### src/radio_spi_pkg.sv
// constants and types for the radio serial command port
// How it works
// - legacy mode: packets carry no 9 bit packet control field
// - legacy mode: CRC only when configuration CRC enable bit is set
// - pin control bit1 drives chip select (low active), bit0 chip enable; reset 0x02
// - pin control bit2 gates the 16MHz radio clock
// - port control bit4 enables the serial port; bits 7:5 written zero
// - port control bits 3:0 pick serial clock divider 2 to 64
// - writing the data register starts one byte transfer; read returns the last byte received
// - command byte first, data bytes low byte first, each msb first
// - 000aaaaa reads a radio register, 1 to 5 bytes
// - 001aaaaa writes 1 to 5 bytes, only while radio idle
// - 01100001 reads 1 to 32 received bytes, then pops the payload
// - 10100000 writes 1 to 32 transmit bytes from byte 0
// - 11100001 with no data empties the transmit FIFO
// - 11100010 with no data empties the receive FIFO
// - 11100011 resends last payload until new payload or transmit flush
// - 01100000 returns one byte width of top received payload
// - 10101ppp queues acknowledge payload for pipe 0 to 5
// - 10110000 writes one transmit payload sent without acknowledge
// - 11111111 is a no-op that only shifts out status
// - width read and ack payload commands need enables_a enables set
// - status shifts out during the first byte after chip select falls
// - short register write leaves upper bytes unchanged
package radio_spi_pkg;
	localparam logic [7:0] ADDR_PIN_CTRL  = 8'h90;
	localparam logic [7:0] ADDR_DATA      = 8'he5;
	localparam logic [7:0] ADDR_PORT_CTRL = 8'he6;
	localparam logic [7:0] RST_PIN_CTRL   = 8'h02;
	localparam logic [7:0] RST_DATA       = 8'h00;
	localparam logic [7:0] RST_PORT_CTRL  = 8'h00;
	localparam int BIT_CE = 0;
	localparam int BIT_CSN = 1;
	localparam int BIT_RADIO_CLOCK_ENABLE_PIN = 2;
	localparam int BIT_PORT_EN = 4;
	localparam logic [7:0] MASK_PIN_CTRL  = 8'h07;
	localparam logic [7:0] MASK_PORT_CTRL = 8'h1f;
	localparam logic [3:0] DIV_4  = 4'h2;
	localparam logic [3:0] DIV_8  = 4'h3;
	localparam logic [3:0] DIV_16 = 4'h4;
	localparam logic [3:0] DIV_32 = 4'h5;
	localparam logic [5:0] HALF_2  = 6'h01;
	localparam logic [5:0] HALF_4  = 6'h02;
	localparam logic [5:0] HALF_8  = 6'h04;
	localparam logic [5:0] HALF_16 = 6'h08;
	localparam logic [5:0] HALF_32 = 6'h10;
	localparam logic [5:0] HALF_64 = 6'h20;
	localparam logic [7:0] CMD_RX_RD    = 8'h61;
	localparam logic [7:0] CMD_TX_WR    = 8'ha0;
	localparam logic [7:0] CMD_FLUSH_TX = 8'he1;
	localparam logic [7:0] CMD_FLUSH_RX = 8'he2;
	localparam logic [7:0] CMD_REUSE    = 8'he3;
	localparam logic [7:0] CMD_WIDTH_RD = 8'h60;
	localparam logic [7:0] CMD_TX_NOACK = 8'hb0;
	localparam logic [7:0] CMD_NOP      = 8'hff;
	localparam logic [4:0] CMD_ACK_TOP  = 5'h15;
	localparam logic [2:0] CMD_REG_RD_TOP = 3'h0;
	localparam logic [2:0] CMD_REG_WR_TOP = 3'h1;
	localparam logic [2:0] MAX_ACK_PIPE = 3'h5;
	localparam logic [5:0] MAX_REG_BYTES = 6'h05;
	localparam logic [5:0] MAX_PAY_BYTES = 6'h20;
	typedef enum logic [3:0] {
		CMD_NONE, CMD_REG_RD_C, CMD_REG_WR_C, CMD_RX_RD_C, CMD_TX_WR_C,
		CMD_NOACK_C, CMD_ACK_C, CMD_WIDTH_C, CMD_FTX_C, CMD_FRX_C,
		CMD_REUSE_C, CMD_NOP_C
	} cmd_class_t;
endpackage

### src/spi_shift_if.sv
// bundle between the register side and the byte shifter
`timescale 1ns/1ps
interface spi_shift_if;
	logic       start;
	logic [7:0] tx_byte;
	logic [5:0] half_cycles;
	logic       miso;
	logic       busy;
	logic       done;
	logic [7:0] rx_byte;
	modport ctrl  (output start, tx_byte, half_cycles, miso, input busy, done, rx_byte);
	modport shift (input start, tx_byte, half_cycles, miso, output busy, done, rx_byte);
endinterface

### src/radio_spi_command_port.sv
// register side, pin drive and command front end of the radio serial port
`timescale 1ns/1ps
module radio_spi_command_port (
	input  wire logic                 i_clk_sys,
	input  wire logic                 i_sys_rst,
	input  wire logic [7:0]           i_sfr_addr,
	input  wire logic                 i_sfr_wr,
	input  wire logic                 i_sfr_rd,
	input  wire logic [7:0]           i_sfr_wdata,
	output logic [7:0]                o_sfr_rdata,
	input  wire logic                 i_radio_miso,
	output logic                      o_radio_sck,
	output logic                      o_radio_mosi,
	output logic                      o_chip_select_n,
	output logic                      o_chip_enable,
	output logic                      o_radio_clock_enable_pin,
	input  wire logic                 i_radio_idle,
	input  wire logic                 i_feat_dyn_width,
	input  wire logic                 i_feat_ack_pay,
	input  wire logic [5:0]           i_auto_ack_pipe_enables,
	input  wire logic [3:0]           i_retransmit_limit,
	input  wire logic                 i_crc_enable_bit,
	output logic                      o_busy,
	output radio_spi_pkg::cmd_class_t o_cmd_class,
	output logic                      o_reg_wr,
	output logic [4:0]                o_reg_addr,
	output logic [5:0]                o_byte_index,
	output logic [7:0]                o_wr_data,
	output logic                      o_tx_wr,
	output logic                      o_tx_noack,
	output logic                      o_ack_wr,
	output logic [2:0]                o_ack_pipe,
	output logic                      o_flush_tx,
	output logic                      o_flush_rx,
	output logic                      o_reuse_on,
	output logic                      o_rx_pop,
	output logic                      o_pkt_ctrl_field,
	output logic                      o_crc_active
);
	import radio_spi_pkg::*;

	////////////////////////////////////////////////////////////////
	// registers and bus decode

	logic [7:0] pin_ctrl_reg;
	logic [7:0] data_reg;
	logic [7:0] port_ctrl_reg;
	logic       miso_s1_reg;
	logic       miso_s2_reg;
	logic       wr_pin;
	logic       wr_data;
	logic       wr_port;
	logic       port_on;
	logic [7:0] rd_mux;

	assign wr_pin  = i_sfr_wr && (i_sfr_addr == ADDR_PIN_CTRL);
	assign wr_data = i_sfr_wr && (i_sfr_addr == ADDR_DATA);
	assign wr_port = i_sfr_wr && (i_sfr_addr == ADDR_PORT_CTRL);
	assign port_on = port_ctrl_reg[BIT_PORT_EN];

	// unmapped addresses read zero; reserved bits are never stored
	assign rd_mux = (i_sfr_addr == ADDR_PIN_CTRL)  ? pin_ctrl_reg :
	                (i_sfr_addr == ADDR_DATA)      ? data_reg :
	                (i_sfr_addr == ADDR_PORT_CTRL) ? port_ctrl_reg : 8'h00;

	spi_shift_if sh ();

	always_ff @(posedge i_clk_sys) begin
		if (i_sys_rst) begin
			pin_ctrl_reg <= RST_PIN_CTRL;
			port_ctrl_reg <= RST_PORT_CTRL;
			o_sfr_rdata <= 8'h00;
		end else begin
			if (wr_pin)
				pin_ctrl_reg <= i_sfr_wdata & MASK_PIN_CTRL;
			// upper bits must be written zero; masked so stray ones do no harm
			if (wr_port)
				port_ctrl_reg <= i_sfr_wdata & MASK_PORT_CTRL;
			if (i_sfr_rd)
				o_sfr_rdata <= rd_mux;
		end
	end

	// miso comes from the radio pad, so it is retimed before the shifter
	always_ff @(posedge i_clk_sys) begin
		if (i_sys_rst) begin
			miso_s1_reg <= 1'b0;
			miso_s2_reg <= 1'b0;
		end else begin
			miso_s1_reg <= i_radio_miso;
			miso_s2_reg <= miso_s1_reg;
		end
	end

	////////////////////////////////////////////////////////////////
	// pins

	always_ff @(posedge i_clk_sys) begin
		if (i_sys_rst) begin
			o_chip_select_n <= RST_PIN_CTRL[BIT_CSN];
			o_chip_enable <= RST_PIN_CTRL[BIT_CE];
			o_radio_clock_enable_pin <= RST_PIN_CTRL[BIT_RADIO_CLOCK_ENABLE_PIN];
		end else begin
			o_chip_select_n <= pin_ctrl_reg[BIT_CSN];
			o_chip_enable <= pin_ctrl_reg[BIT_CE];
			o_radio_clock_enable_pin <= pin_ctrl_reg[BIT_RADIO_CLOCK_ENABLE_PIN];
		end
	end

	////////////////////////////////////////////////////////////////
	// serial clock divider and byte transfer

	logic [3:0] div_code;
	logic [5:0] half_sel;

	assign div_code = port_ctrl_reg[3:0];
	assign half_sel = (div_code[3:1] == 3'h0) ? HALF_2 :
	                  (div_code == DIV_4)     ? HALF_4 :
	                  (div_code == DIV_8)     ? HALF_8 :
	                  (div_code == DIV_16)    ? HALF_16 :
	                  (div_code == DIV_32)    ? HALF_32 : HALF_64;

	// a data write while the port is off or still shifting is dropped
	assign sh.start = wr_data && port_on && !sh.busy;
	assign sh.tx_byte = i_sfr_wdata;
	assign sh.half_cycles = half_sel;
	assign sh.miso = miso_s2_reg;

	spi_byte_shifter u_shift (
		.i_clk_sys (i_clk_sys),
		.i_sys_rst (i_sys_rst),
		.bus       (sh),
		.o_sck     (o_radio_sck),
		.o_mosi    (o_radio_mosi)
	);

	always_ff @(posedge i_clk_sys) begin
		if (i_sys_rst) begin
			data_reg <= RST_DATA;
			o_busy <= 1'b0;
		end else begin
			// first byte of a frame returns the radio status
			if (sh.done)
				data_reg <= sh.rx_byte;
			o_busy <= sh.busy || sh.start;
		end
	end

	////////////////////////////////////////////////////////////////
	// frame tracking

	logic       frame_start;
	logic       frame_end;
	logic [5:0] idx_reg;
	logic [7:0] cmd_reg;
	cmd_class_t class_reg;
	cmd_class_t class_dec;

	// frame edges follow the register bit, which is what the pin shows next
	assign frame_start = wr_pin && pin_ctrl_reg[BIT_CSN] && !i_sfr_wdata[BIT_CSN];
	assign frame_end   = wr_pin && !pin_ctrl_reg[BIT_CSN] && i_sfr_wdata[BIT_CSN];


	////////////////////////////////////////////////////////////////
	// command decode of the byte just sent

	logic [7:0] sent_reg;
	logic       is_reg_rd;
	logic       is_reg_wr;
	logic       is_ack;

	// keep what went out on mosi; the received byte is only status
	always_ff @(posedge i_clk_sys) begin
		if (i_sys_rst)
			sent_reg <= 8'h00;
		else if (sh.start)
			sent_reg <= sh.tx_byte;
	end

	assign is_reg_rd = (sent_reg[7:5] == CMD_REG_RD_TOP);
	assign is_reg_wr = (sent_reg[7:5] == CMD_REG_WR_TOP);
	assign is_ack    = (sent_reg[7:3] == CMD_ACK_TOP) && (sent_reg[2:0] <= MAX_ACK_PIPE);

	always_comb begin
		class_dec = CMD_NONE;
		if (is_reg_rd)
			class_dec = CMD_REG_RD_C;
		else if (is_reg_wr)
			class_dec = i_radio_idle ? CMD_REG_WR_C : CMD_NONE;
		else if (sent_reg == CMD_RX_RD)
			class_dec = CMD_RX_RD_C;
		else if (sent_reg == CMD_TX_WR)
			class_dec = CMD_TX_WR_C;
		else if (sent_reg == CMD_FLUSH_TX)
			class_dec = CMD_FTX_C;
		else if (sent_reg == CMD_FLUSH_RX)
			class_dec = CMD_FRX_C;
		else if (sent_reg == CMD_REUSE)
			class_dec = CMD_REUSE_C;
		else if (sent_reg == CMD_WIDTH_RD)
			class_dec = i_feat_dyn_width ? CMD_WIDTH_C : CMD_NONE;
		else if (is_ack)
			class_dec = i_feat_ack_pay ? CMD_ACK_C : CMD_NONE;
		else if (sent_reg == CMD_TX_NOACK)
			class_dec = CMD_NOACK_C;
		else if (sent_reg == CMD_NOP)
			class_dec = CMD_NOP_C;
	end

	////////////////////////////////////////////////////////////////
	// byte indexing inside a frame

	logic       cmd_byte;
	logic       data_byte;
	logic [5:0] data_idx;
	logic       reg_ok;
	logic       pay_ok;

	assign cmd_byte  = sh.done && (idx_reg == 6'h00);
	assign data_byte = sh.done && (idx_reg != 6'h00);
	assign data_idx  = idx_reg - 6'h01;
	assign reg_ok    = (idx_reg <= MAX_REG_BYTES);
	assign pay_ok    = (idx_reg <= MAX_PAY_BYTES);

	always_ff @(posedge i_clk_sys) begin
		if (i_sys_rst) begin
			idx_reg <= 6'h00;
			cmd_reg <= 8'h00;
			class_reg <= CMD_NONE;
		end else begin
			if (frame_start) begin
				idx_reg <= 6'h00;
				class_reg <= CMD_NONE;
			end else if (sh.done && !o_chip_select_n && idx_reg != 6'h3f) begin
				idx_reg <= idx_reg + 6'h01;
			end
			if (cmd_byte && !o_chip_select_n) begin
				cmd_reg <= sent_reg;
				class_reg <= class_dec;
			end
		end
	end

	////////////////////////////////////////////////////////////////
	// actions toward the radio core

	logic wr_reg_hit;
	logic wr_tx_hit;
	logic wr_ack_hit;
	logic end_no_data;
	logic rx_read_done;

	assign wr_reg_hit = data_byte && (class_reg == CMD_REG_WR_C) && reg_ok;
	assign wr_tx_hit  = data_byte && pay_ok &&
	                    (class_reg == CMD_TX_WR_C || class_reg == CMD_NOACK_C);
	assign wr_ack_hit = data_byte && pay_ok && (class_reg == CMD_ACK_C);
	// zero-data commands act when the frame closes after exactly the command byte
	assign end_no_data = frame_end && (idx_reg == 6'h01);
	assign rx_read_done = frame_end && (class_reg == CMD_RX_RD_C) && (idx_reg > 6'h01);

	always_ff @(posedge i_clk_sys) begin
		if (i_sys_rst) begin
			o_reg_wr <= 1'b0;
			o_tx_wr <= 1'b0;
			o_ack_wr <= 1'b0;
			o_tx_noack <= 1'b0;
			o_ack_pipe <= 3'h0;
			o_reg_addr <= 5'h00;
			o_byte_index <= 6'h00;
			o_wr_data <= 8'h00;
			o_flush_tx <= 1'b0;
			o_flush_rx <= 1'b0;
			o_rx_pop <= 1'b0;
			o_cmd_class <= CMD_NONE;
		end else begin
			o_reg_wr <= wr_reg_hit;
			o_tx_wr <= wr_tx_hit;
			o_ack_wr <= wr_ack_hit;
			o_tx_noack <= (class_reg == CMD_NOACK_C);
			o_ack_pipe <= cmd_reg[2:0];
			o_reg_addr <= cmd_reg[4:0];
			o_cmd_class <= class_reg;
			if (data_byte) begin
				o_byte_index <= data_idx;
				o_wr_data <= sent_reg;
			end
			o_flush_tx <= end_no_data && (class_reg == CMD_FTX_C);
			o_flush_rx <= end_no_data && (class_reg == CMD_FRX_C);
			o_rx_pop <= rx_read_done;
		end
	end

	////////////////////////////////////////////////////////////////
	// payload reuse state

	logic reuse_set;
	logic reuse_clr;

	assign reuse_set = end_no_data && (class_reg == CMD_REUSE_C);
	// a new payload or transmit flush ends reuse
	assign reuse_clr = (wr_tx_hit && data_idx == 6'h00) ||
	                   (end_no_data && class_reg == CMD_FTX_C);

	always_ff @(posedge i_clk_sys) begin
		if (i_sys_rst)
			o_reuse_on <= 1'b0;
		else if (reuse_set)
			o_reuse_on <= 1'b1;
		else if (reuse_clr)
			o_reuse_on <= 1'b0;
	end

	////////////////////////////////////////////////////////////////
	// legacy packet format

	logic legacy;

	// legacy mode is recognised from the settings software must make
	assign legacy = (i_auto_ack_pipe_enables == 6'h00) && (i_retransmit_limit == 4'h0);

	always_ff @(posedge i_clk_sys) begin
		if (i_sys_rst) begin
			o_pkt_ctrl_field <= 1'b1;
			o_crc_active <= 1'b1;
		end else begin
			o_pkt_ctrl_field <= !legacy;
			o_crc_active <= legacy ? i_crc_enable_bit : 1'b1;
		end
	end
endmodule // radio_spi_command_port

### src/spi_byte_shifter.sv
// one byte full duplex shifter, clock idles low, miso taken just before the falling edge
`timescale 1ns/1ps
module spi_byte_shifter (
	input  wire logic   i_clk_sys,
	input  wire logic   i_sys_rst,
	spi_shift_if.shift  bus,
	output logic        o_sck,
	output logic        o_mosi
);
	typedef enum logic {SH_IDLE, SH_RUN} shift_state_t;
	shift_state_t state_reg;
	logic [5:0]   cnt_reg;
	logic [2:0]   bit_reg;
	logic [7:0]   sr_reg;
	logic         done_reg;
	logic [7:0]   rx_reg;
	logic         tick;

	assign tick = (cnt_reg == 6'h01);
	assign bus.busy = (state_reg == SH_RUN);
	assign bus.done = done_reg;
	assign bus.rx_byte = rx_reg;

	always_ff @(posedge i_clk_sys) begin
		if (i_sys_rst) begin
			state_reg <= SH_IDLE;
			cnt_reg <= 6'h00;
			bit_reg <= 3'h0;
			sr_reg <= 8'h00;
			done_reg <= 1'b0;
			rx_reg <= 8'h00;
			o_sck <= 1'b0;
			o_mosi <= 1'b0;
		end else begin
			done_reg <= 1'b0;
			case (state_reg)
				SH_IDLE: begin
					if (bus.start) begin
						state_reg <= SH_RUN;
						sr_reg <= bus.tx_byte;
						o_mosi <= bus.tx_byte[7];
						cnt_reg <= bus.half_cycles;
						bit_reg <= 3'h0;
					end
				end
				SH_RUN: begin
					cnt_reg <= tick ? bus.half_cycles : cnt_reg - 6'h01;
					// miso arrives two flops late; a rising edge sample would still see
					// the previous bit when the half period is a single cycle
					if (tick && !o_sck) begin
						o_sck <= 1'b1;
					end else if (tick) begin
						o_sck <= 1'b0;
						sr_reg <= {sr_reg[6:0], bus.miso};
						o_mosi <= sr_reg[6];
						bit_reg <= bit_reg + 3'h1;
						if (bit_reg == 3'h7) begin
							state_reg <= SH_IDLE;
							rx_reg <= {sr_reg[6:0], bus.miso};
							done_reg <= 1'b1;
						end
					end
				end
				default: state_reg <= SH_IDLE;
			endcase
		end
	end
endmodule // spi_byte_shifter

### config.mk
export PLATFORM = sky130hd
export DESIGN_NAME = radio_spi_command_port
export DESIGN_NICKNAME = d
export VERILOG_FILES = /design/src/radio_spi_pkg.sv /design/src/spi_shift_if.sv /design/src/radio_spi_command_port.sv /design/src/spi_byte_shifter.sv
export SDC_FILE = /design/constraint.sdc
export NUM_CORES = 1
export LEC_CHECK = 0
export BUFFER_PORTS_ARGS = -buffer_cell sky130_fd_sc_hd__buf_2
export CAP_MARGIN = 20
export CORE_ASPECT_RATIO = 1.5
export CORE_MARGIN = 4
export CORE_UTILIZATION = 40
export CTS_BUF_LIST = sky130_fd_sc_hd__clkbuf_2
export DETAILED_ROUTE_END_ITERATION = 10
export SYNTH_ARGS = -nofsm -noshare
export SYNTH_HDL_FRONTEND = slang
export SYNTH_SLANG_ARGS = --single-unit
### constraint.sdc
create_clock -name i_clk_sys -period 4.3 [get_ports i_clk_sys]
set_clock_uncertainty 0.2 [all_clocks]
set_input_delay 1.075 -clock i_clk_sys [delete_from_list [all_inputs] [get_ports i_clk_sys]]
set_output_delay 1.075 -clock i_clk_sys [all_outputs]
set_load 0.05 [all_outputs]
## After elaboration in Yosys (flattened, before gate mapping)

Index checks and enable logic that the tools add are counted.

- Logic and storage cells: 184
- Register bits after elaboration: 117
- Output and inout port bits: 50
- Input port bits: 35

- Equal/unequal tests: 32
- Multiplexer cells: 49
- $add $sub $neg: 4
- Bitwise gates (word level): 4
- Order comparisons: 4
- Reductions and logical operators: 54

Operators by type and width:

| kind | count |
|---|---|
| == test 8 bit (second input constant) | 9 |
| 2-to-1 mux 4 bit | 13 |
| 2-to-1 mux 6 bit | 7 |
| logical AND 1 bit | 29 |
| 2-to-1 mux 7 bit | 3 |
| == test 4 x 3 -> 1 bit (second input constant) | 5 |
| zero test 6 bit | 3 |
| == test 4 x 2 -> 1 bit (second input constant) | 4 |
| == test 8 x 7 -> 1 bit (second input constant) | 2 |
| 2-to-1 mux 8 bit | 2 |
| 2-to-1 mux 3 bit | 5 |
| case mux 7 bit (2 select lines) | 1 |
| == test 4 bit (second input constant) | 3 |
| == test 6 x 1 -> 1 bit (second input constant) | 2 |
| 2-to-1 mux 1 bit | 12 |
| case mux 6 bit (2 select lines) | 1 |
| subtractor 6 x 1 -> 6 bit (second input constant) | 2 |
| adder 6 x 1 -> 6 bit (second input constant) | 1 |
| greater-than comparator 6 x 1 -> 1 bit (second input constant) | 1 |
| less-or-equal comparator 6 x 3 -> 1 bit (second input constant) | 1 |
| less-or-equal comparator 6 bit (second input constant) | 1 |
| zero test 1 bit | 6 |
| zero test 3 bit | 2 |
| != test 2 bit (second input constant) | 3 |
| 20 further kinds | 29 |

## Longest topological paths before layout

Gate-level depths: netlist of the first run.

- Depth after elaboration: 13
- Mapped depth: 9
- Depth with buffers taken out: 6

## Hierarchy

From an unflattened synthesis of the first run, not the netlist that was laid out.

- Cell total of the unflattened synthesis: 539
- Area total of the unflattened synthesis: 4973.5 µm²

Modules (own cells, without submodules):

| module | cells each | sequential area each (µm²) | instances | area an instance (µm²) |
|---|---|---|---|---|
| radio_spi_command_port | 392 | 1721.7 | 1 | 3623.5 |
| spi_byte_shifter | 147 | 560.5 | 1 | 1350.0 |

## Least setup slack after synthesis of the first run

No wires, ideal clock.

- Path kind: input-to-reg
- Start point: input port i_sfr_addr[1]
- End point: register sent_reg[0]
- Arrival time: 2422 ps
- Setup slack: 1551 ps
- Buffers on the path: 3
- Cell stages on the path: 7
- Data required time: 3972 ps
- Setup time: 128 ps
- Path through: nor4bb_1 > clkbuf_1 > and4_1 > buf_2 > buf_2 > mux2i_1 > nor2_1

- Longest elaborated chain between the ends: 4

Ends and longest elaborated chain:

| item | RTL line | source |
|---|---|---|
| start, declared | radio_spi_command_port.sv:6 | `input wire logic [7:0] i_sfr_addr,` |
| == test 8 bit | radio_spi_command_port.sv:57 | `assign wr_data = i_sfr_wr && (i_sfr_addr == ADDR_DATA);` |
| logical AND 1 bit | radio_spi_command_port.sv:57 |  |
| logical AND 1 bit (2 in a row) | radio_spi_command_port.sv:124 | `assign sh.start = wr_data && port_on && !sh.busy;` |
| end signal, assigned | radio_spi_command_port.sv:177 | `sent_reg <= sh.tx_byte;` |
| end, declared | radio_spi_command_port.sv:167 | `logic [7:0] sent_reg;` |

No other way between the ends.
A chain may end at the register's enable or synchronous reset.

## Final worst setup path of the first run

- Start point: register idx_reg[0]
- End point: register class_reg[2]

- Longest elaborated chain between the ends: 4
- Elaborated cells on any way between the ends: 5
- Classes of those cells: mux: 1; reduce/logical: 4

Ends and longest elaborated chain:

| item | RTL line | source |
|---|---|---|
| start, declared | radio_spi_command_port.sv:154 | `logic [5:0] idx_reg;` |
| start signal, assigned | radio_spi_command_port.sv:235 | `idx_reg <= idx_reg + 6'h01;` |
| zero test 6 bit * | radio_spi_command_port.sv:219 | `assign cmd_byte = sh.done && (idx_reg == 6'h00);` |
| logical AND 1 bit * | radio_spi_command_port.sv:219 |  |
| logical AND 1 bit * | radio_spi_command_port.sv:237 | `if (cmd_byte && !o_chip_select_n) begin` |
| 2-to-1 mux 4 bit / nonzero test 2 bit (equally long branches) | -- |  |
| end signal, assigned | radio_spi_command_port.sv:239 | `class_reg <= class_dec;` |
| end, declared | radio_spi_command_port.sv:156 | `cmd_class_t class_reg;` |

Mark *: on every way between the ends. The rest lies on a longest branch, timed or not.

==> results of run 1 <==
[kinds of logic after synthesis]
kind of cell	Yosys count	share of synthesized area
xor gates and xnor gates	11	0.0197
adders and majority gates	7	0.0179
muxes	35	0.0717
and+or+nand+nor	209	0.222
DFF	114	0.467
AOI/OAI and AO/OA	107	0.151
buffers and inverters	58	0.0509
[synth_stat cells (11+ instances only)]
cell      count
nand3_1      22
nor3_1       15
dfxtp_1     114
o21ai_0      15
nand2_1      40
inv_1        13
nand4_1      11
nor2_1       56
mux2i_1      35
clkbuf_1     29
a21oi_1      31
nor2b_1      18
a211oi_1     12
[report_power, final]
| part | total (W) | switching (W) | internal, W |
|---|---|---|---|
| clock network | 0.000769 | 0.000396 | 0.000372 |
| registers | 0.00106 | 0.000000898 | 0.00106 |
| logic | 0.0000575 | 0.0000389 | 0.0000186 |
[worst reg2reg max path, delay by kind of cell, from the launching register on]
kind	cells	cell delay (ns)
simple gates	3	1.34
flops	1	0.42
compound gates	1	0.26
fa+ha+maj	1	0.25
buf+inv	1	0.12
[layout by cell type, fill, tap and decap left out, types with 3 or more instances in the layout]
master     netlist  routed
o22a_1           5       5
nand4_1         11      11
buf_4            3       4
inv_1           13      13
nor3_1          15      15
nand2_1         40      40
or3_1            7       7
dfxtp_1        114     114
a22o_1           4       4
o311a_1          8       8
a32oi_1          3       3
ha_1             7       7
clkbuf_2         1      18
and3_1           4       4
nand3_1         22      22
a211oi_1        12      12
bufinv_16        0       4
xnor2_1          7       7
mux2i_1         35      35
nor2_1          56      56
nand3b_1         3       3
nor2b_1         18      18
nand2b_1         5       5
a31oi_1          4       4
a2111oi_0        3       3
o21ai_0         15      15
o31ai_1          3       3
buf_2            3      84
a21oi_1         31      31
nor4_1           4       4
and4_1           4       4
nor4bb_1         4       4
clkinv_2         0       5
and2_1           3       3
xor2_1           4       4
[metrics by stage]
stage	setup slack, ns	hold slack [ns]	std cells
2_1_floorplan	1.55	0.214	541
3_3_place_gp	1.40	0.228	737
3_5_place_dp	1.36	0.227	737
4_1_cts	1.61	0.260	768
5_1_grt	1.46	0.280	769
6_report	1.64	0.256	769
[path summary, 6_finish.rpt]
kind	startpoint	end	slack (ns)	cells past startpoint
worst max-delay path	idx_reg[0]$_SDFFE_PP0P_	class_reg[2]$_SDFFE_PP0P_	1.64	6
worst min register to register	miso_s1_reg$_SDFF_PP0_	miso_s2_reg$_SDFF_PP0_	0.26	1
worst max register to register	idx_reg[0]$_SDFFE_PP0P_	class_reg[2]$_SDFFE_PP0P_	1.64	6
worst min-delay path	miso_s1_reg$_SDFF_PP0_	miso_s2_reg$_SDFF_PP0_	0.26	1
[area by class of cell]
cell class,count,area (sq um),share of cell area
Multi-Input combinational cell,369,2360,0.422
Clock inverter,13,168,0.0300
Timing Repair Buffer,88,450,0.0806
Inverter,13,48.8,0.00873
Tap cell,153,191,0.0343
Clock buffer,18,90.1,0.0161
Antenna cell,1,2.50,0.000448
Sequential cell,114,2280,0.408
[metal layers]
layer	wire length, um	track usage	vias up	part of all wire
met2	6370	0.321	110	0.53
li1	-	-	2064	-
met4	305	0.0842	0	0.025
met1	4750	0.184	1968	0.39
met5	0	0	-	0
met3	661	0.0554	28	0.055
==> run metrics, run 1 <==
number of CTS-inserted buffers 17; vias around 4,200; CP cell instances inv_1, ha_1, or4b_1, or3_1, nand2b_4, o31ai_1; number of synthesized flops with an enable pin 0; Main synth FF type dfxtp_1; Fin. Hold Viols 0; Tightest Hold Check Type flip-flop to flip-flop; core area between 0.01 and 0.015 sq mm; Final setup viols 0; buffer levels on the longest clock path 2; Critical Path Fanout Max 10; CP max stage delay between 0.5 and 0.6 ns; top achievable clock speed 376 MHz; synthesis-stage register bit count roughly 110; first-pass GRT wire length just under 20 mm; CP Buf/Inv Count 1; Net count, final around 650; area grow syn2layout 14.4%; postcts setup bufs 0; largest net degree at the start of global routing 60; die area 0.0141 sq mm; Total Routed Length 12.1 mm; min Tclk post-route 2.66 ns; Avg Vias per Cell roughly 5.4; Setup crit end kind flip-flop; Post-DP Area 0.00533 sq mm; worst-skew pair later-pin latency 0.66 ns; number of global-route vias before repair approximately 4,100; PwrDens 337 mW/mm^2; Tot GR Track Use 0.176; ratio of cells with drive above 1 in the final layout 0.197; clock-pin slew on the worst setup and hold paths ~0.16 ns; detailed-placement wirelength estimate 8.82 mm; Detailed Routing Iterations Pass 1 4; TritonCTS clock tree yes; Mapped Area roughly 0.005 sq mm; asr flop ratio synth 0; relative slew slack 0.443; Final ANT Viol Nets 0; synth warn 0; number of port buffers 84; CP Launch Type flip-flop; # DRC 0; count of cell types in the netlist between 50 and 60; maximum VDD drop between 0.15 and 0.2 mV; slowest cell on the critical path or4b_1; H-tree depth 4; Fillers about 1,200; standard-cell rows between 40 and 50; WP data arrival roughly 3 ns; initial antenna violation count 1; final instance area between 0.005 and 0.006 sq mm; total grt overflow 0; 1st-iter DRT viols ~210; chip width just under 100 um; cts hold-fix bufs 0; Mapped Nets 583; Max Slew Vio Count 0; Area contributors post-synth dfxtp_1 (47%), mux2i_1 (7.2%), nor2_1 (4.3%); fin crit share 0.618; PostCTS Resize Cnt 0; # IOs 85; critical path class flip-flop to flip-flop; fin util 0.468; wire length per cell between 15 and 20 um; crit-path leading delay family simple AND/OR/NAND/NOR gates; area share of the largest cell type after synthesis 0.467; Seq/Total Area, Yosys 0.467; die height 143 um; post-synth top area cell dfxtp_1; initial core utilization 0.409; worst slew pin tran ~0.8 ns; status completed; Critical Path RT approximately 4.7 ns; final setup TNS 0 ns; CTS Sinks between 100 and 150; RSZ-0062 raised after global routing no; PnR Total Power approximately 0.0019 W; Syn Inst Count 541; Syn Area/Cell approximately 9 sq um; Leak Pwr about 2.3 nW; root buf cell clkbuf_2; max_cap viols 0; gpl congestion slightly below 0.9
Note: power is estimated with default switching activity, not from simulation.
==> run 2, diff against run 1 <==
clock period = 2.6 ns   (was 4.3 ns; I/O delays follow)
==> run metrics, run 2 (synthesis results as in run 1) <==
detailed-placement wirelength estimate 8.98 mm; Avg Vias per Cell roughly 5.3; Tot GR Track Use 0.177; clock-pin slew on the worst setup and hold paths roughly 0.18 ns; CTS Sinks 114; gpl congestion about 0.90; Max Slew Vio Count 0; first-pass GRT wire length about 20 mm; initial antenna violation count 0; die area between 0.01 and 0.015 sq mm; fin crit share 0.933; min Tclk post-route around 2.4 ns; top achievable clock speed 412 MHz; 1st-iter DRT viols between 100 and 150; clock share of power 0.406; postcts setup bufs 0; Fin. Hold Viols 0; CP max stage delay approximately 0.55 ns; commonest cells after routing, fill and taps aside dfxtp_1 (114), buf_2 (84), nor2_1 (56); PostCTS Resize Cnt 0; PwrDens ~540 mW/mm^2; Final ANT Viol Nets 0; critical path class flip-flop to flip-flop; WP data arrival 2.80 ns; Critical Path Fanout Max 7; CP cell instances inv_1, ha_1, or4b_1, or3_1, nand2b_4, o31ai_1; vias roughly 4,200; routed wl met3 between 500 and 600 um; relative slew slack 0.503; slowest cell on the critical path or4b_1; worst-skew pair later-pin latency around 0.66 ns; largest net degree at the start of global routing 81; combinational fraction of design power 0.034; Setup crit end kind flip-flop; met1 wire length ~5 mm; final setup TNS 0 ns; Final setup viols 0; total grt overflow 0; max_cap viols 0; # IOs 85; cts hold-fix bufs 8; RSZ-0062 raised after global routing no; crit-path leading delay family simple AND/OR/NAND/NOR gates; CP Launch Type flip-flop; die height 143 um; standard-cell rows 49; status completed; sequential power share 0.560; commonest non-fill, non-tap cell in the layout dfxtp_1; initial core utilization 0.409; number of CTS-inserted buffers 17; Net Sw Frac 0.253; DR WL met2 about 6.7 mm; Total Routed Length 12.3 mm; Final Non-Filler Cells 788; core area 0.0120 sq mm; Internal Power about 0.0023 W; TritonCTS clock tree yes; root buf cell clkbuf_2; post-placement cell count approximately 750; area grow syn2layout 18.4%; chip width around 98 um; wire length per cell between 15 and 20 um; Net count, final between 600 and 700; buffer levels on the longest clock path 2; worst slew pin tran about 0.73 ns; ANT cells 0; sw power ~0.00079 W; CP Buf/Inv Count 1; Tightest Hold Check Type input pin to flip-flop; Detailed Routing Iterations Pass 1 5; number of global-route vias before repair 4,071; Fin Hold WS between 0.1 and 0.15 ns; Critical Path RT between 2 and 3 ns; number of port buffers 84; fin util 0.484; Top Layer Used met4; Leak Pwr ~2.4 nW; ratio of cells with drive above 1 in the final layout 0.211; # DRC 0; H-tree depth 4; maximum VDD drop roughly 0.35 mV
## run 2: final timing paths
path	start	end	slack (ns)	depth (start not counted)
worst min-delay path	i_sfr_wdata[3]	sent_reg[3]$_SDFFE_PP0P_	0.11	3
worst max-delay path	idx_reg[1]$_SDFFE_PP0P_	class_reg[2]$_SDFFE_PP0P_	0.17	6
worst max register to register	idx_reg[1]$_SDFFE_PP0P_	class_reg[2]$_SDFFE_PP0P_	0.17	6
worst min register to register	o_wr_data[3]$_SDFFE_PP0P_	o_wr_data[3]$_SDFFE_PP0P_	0.26	2
## run 2: cell type report
class | instances | area [sq um]
flip-flops and latches | 114 | 2280
inverters | 13 | 48.8
fillers | 1204 | 6170
multi-input cells | 369 | 2360
repair buffers | 107 | 638
well taps | 153 | 191
clock inverters | 15 | 183
clock buffers | 17 | 85.1
## run 2: layer usage
metal | vias to the layer above | global-route usage
met3 | 4 | 0.0442
met2 | 96 | 0.335
li1 | 2109 | -
met4 | 0 | 0.0597
met1 | 1999 | 0.192
met5 | - | 0
## run 2: tightest hold or removal path, cell delays in order
cell     delay (ns)
buf_2          0.13
mux2i_1        0.08
nor2_1         0.08
## run 2: power by group through the flow
| stage | registers, W | clock network (W) | logic (W) |
|---|---|---|---|
| after floorplan | 0.00180 | 0 | 0.0000401 |
| after global placement | 0.00179 | 0 | 0.000100 |
| after detailed placement | 0.00179 | 0 | 0.000101 |
| after CTS | 0.00175 | 0.00132 | 0.000109 |
| after global routing | 0.00176 | 0.00140 | 0.000116 |
| final | 0.00175 | 0.00127 | 0.000107 |
## run 2: metrics by stage
stage          setup slack (ns)  cell area, sq um  total power, W
2_1_floorplan             0.265              4890         0.00184
3_3_place_gp              0.252              5440         0.00189
3_5_place_dp              0.219              5440         0.00189
4_1_cts                   0.172              5780         0.00318
5_1_grt                 0.00850              5780         0.00327
6_report                  0.174              5780         0.00313
==> run 3, diff against run 2 <==
--- a/config.mk
+++ b/config.mk
@@ -13,4 +13,5 @@
 export CTS_BUF_LIST = sky130_fd_sc_hd__clkbuf_2
 export DETAILED_ROUTE_END_ITERATION = 10
+export REMOVE_ABC_BUFFERS = 1
 export SYNTH_ARGS = -nofsm -noshare
 export SYNTH_HDL_FRONTEND = slang
==> constraint.sdc (replaced) <==
create_clock -name i_clk_sys -period 1.95 [get_ports i_clk_sys]
set_clock_uncertainty 0.2 [all_clocks]
set_input_delay 0.0975 -clock i_clk_sys [delete_from_list [all_inputs] [get_ports i_clk_sys]]
set_output_delay 0.0975 -clock i_clk_sys [all_outputs]
set_load 0.05 [all_outputs]
==> run metrics, run 3 (synthesis results as in run 1) <==
WP data arrival 2.48 ns; vias roughly 4,500; max_cap viols 0; fin crit share 1.07; initial antenna violation count 1; top achievable clock speed around 480 MHz; H-tree depth 4; Detailed Routing Iterations Pass 1 6; hold path depth 3; core area 0.0120 sq mm; commonest cells after routing, fill and taps aside dfxtp_1 (110), buf_2 (84), nor2_1 (53); buffer levels on the longest clock path 2; PwrDens between 600 and 700 mW/mm^2; final setup TNS -1.72 ns; root buf cell clkbuf_2; Post-DP Area 0.00565 sq mm; min Tclk post-route approximately 2.1 ns; # DRC 0; Leak Pwr between 2 and 3 nW; FF/Latch Area 0.00229 sq mm; die height ~140 um; 1st-iter DRT viols about 210; die area between 0.01 and 0.015 sq mm; Final setup viols 24; number of port buffers 84; final instance area 0.00649 sq mm; number of global-route vias before repair 4,401; CP max stage delay 0.45 ns; CP cell instances inv_2, ha_4, or4b_4, or3_4, nand2b_4, o32ai_2; worst-skew pair later-pin latency around 0.67 ns; R2R Path Start idx_reg[1]$_SDFFE_PP0P_; status complete, but fails checks; crit-path leading delay family simple AND/OR/NAND/NOR gates; CTS Sinks ~110; detailed-placement wirelength estimate around 9.3 mm; reg2reg setup slack -0.13 ns; area grow syn2layout 32.7%; largest net degree at the start of global routing 40; chip width slightly below 100 um; Critical Path RT roughly 2.4 ns; Setup crit end kind flip-flop; Total Routed Length 13.4 mm; initial core utilization 0.409; first-pass GRT wire length between 20 and 25 mm; Hold Startpoint i_sys_rst; setup ws final -0.128 ns; Max Slew Vio Count 0; Multi-input gate area roughly 0.0025 sq mm; Fin. Hold Viols 0; commonest non-fill, non-tap cell in the layout dfxtp_1; # IOs 85; CP Launch Type flip-flop; hold worst-path end miso_s2_reg$_SDFF_PP0_; failing checks negative setup slack; relative slew slack 0.673; worst slew pin tran around 0.48 ns; reg2reg path depth 6; critical path class flip-flop to flip-flop; wire length per cell approximately 16 um; Tightest Hold Check Type input pin to flip-flop; Critical Path Fanout Max 5; Fillers around 1,100; maximum VDD drop approximately 0.40 mV; worst r2r dst class_reg[1]$_SDFFE_PP0P_; total grt overflow 0; standard-cell rows slightly below 50; slowest cell on the critical path or4b_4; number of CTS-inserted buffers 17; Final ANT Viol Nets 0; RSZ-0062 raised after global routing yes; ratio of cells with drive above 1 in the final layout 0.271; Net count, final around 730; CP Buf/Inv Count 1; gpl congestion about 0.87; Avg Vias per Cell approximately 5.3; TritonCTS clock tree yes; Tot GR Track Use 0.190; pre-CTS setup slack -0.345 ns; clock-pin slew on the worst setup and hold paths roughly 0.17 ns
## run 3: cell types whose count changed in the layout (fill, tap and decap cells not counted), moves of 3 or more
| cell | change |
|---|---|
| or3_4 | +3 |
| nor2_1 | -3 |
| inv_6 | -3 |
| clkinv_4 | -4 |
| dfxtp_1 | -4 |
| nor2_2 | +3 |
| dfxtp_2 | +4 |
| clkinv_2 | +3 |
| buf_4 | +29 |
| or3_1 | -3 |
| dlygate4sd3_1 | +35 |
## run 3: power by group
| part | switching (W) | internal (W) | leakage, nW | total [W] |
|---|---|---|---|---|
| Sequential | 0.00000195 | 0.00234 | 0.921 | 0.00234 |
| Clock | 0.000878 | 0.000831 | 0.156 | 0.00171 |
| Combinational | 0.0000995 | 0.0000933 | 1.60 | 0.000193 |
| Total | 0.000979 | 0.00326 | 2.68 | 0.00424 |
## run 3: tightest hold or removal path: cells and delay by family
family,cells,cell delay [ns]
simple gates,1,0.06
buf+inv,2,0.74
## run 3: worst max-delay path by stage
stage,start,end,slack (ns),cells after the start
after global placement,idx_reg[0]$_SDFFE_PP0P_,class_reg[1]$_SDFFE_PP0P_,-0.29,6
after detailed placement,idx_reg[0]$_SDFFE_PP0P_,cmd_reg[0]$_SDFFE_PP0P_,-0.35,6
final,idx_reg[1]$_SDFFE_PP0P_,class_reg[1]$_SDFFE_PP0P_,-0.13,6
after floorplan,idx_reg[0]$_SDFFE_PP0P_,class_reg[1]$_SDFFE_PP0P_,-0.39,6
after CTS,idx_reg[1]$_SDFFE_PP0P_,class_reg[1]$_SDFFE_PP0P_,-0.18,6
after global routing,idx_reg[1]$_SDFFE_PP0P_,class_reg[1]$_SDFFE_PP0P_,-0.20,6
## run 3: what timing repair did
| action | CTS | global route |
|---|---|---|
| pin swaps | 9 | 2 |
| hold buffers | 43 | 0 |
| hold endpoints to repair | 105 | 0 |
| resized for setup | 17 | 15 |
| buffers inserted | 4 | 0 |
| setup endpoints to repair | 28 | 51 |
## run 3: per-layer routing
layer / GRT usage / vias up / wire, um
met4: 0.0727 / 0 / 270
met2: 0.359 / 134 / 7270
met5: 0 / - / 0
li1: - / 2244 / -
met3: 0.0442 / 27 / 629
met1: 0.204 / 2125 / 5210
## run 3: area by class of cell
cell class                 instances  share of cell area
timing repair buffer             172               0.189
clock inverter                    13              0.0257
multi-input combinational        369               0.381
tap                              153              0.0295
inverter                          13             0.00752
antenna                            1            0.000386
sequential                       114               0.353
clock buffer                      19              0.0147
## run 3: stage by stage
step / util / std cells / total power (W) / hold WS (ns)
2_1_floorplan: - / 496 / 0.00242 / -0.0334
3_3_place_gp: 0.473 / 775 / 0.00252 / 0.0942
3_5_place_dp: 0.473 / 775 / 0.00252 / 0.0962
4_1_cts: 0.538 / 853 / 0.00429 / 0.0101
5_1_grt: 0.543 / 854 / 0.00440 / 0.0171
6_report: 0.543 / 854 / 0.00424 / 0.0566
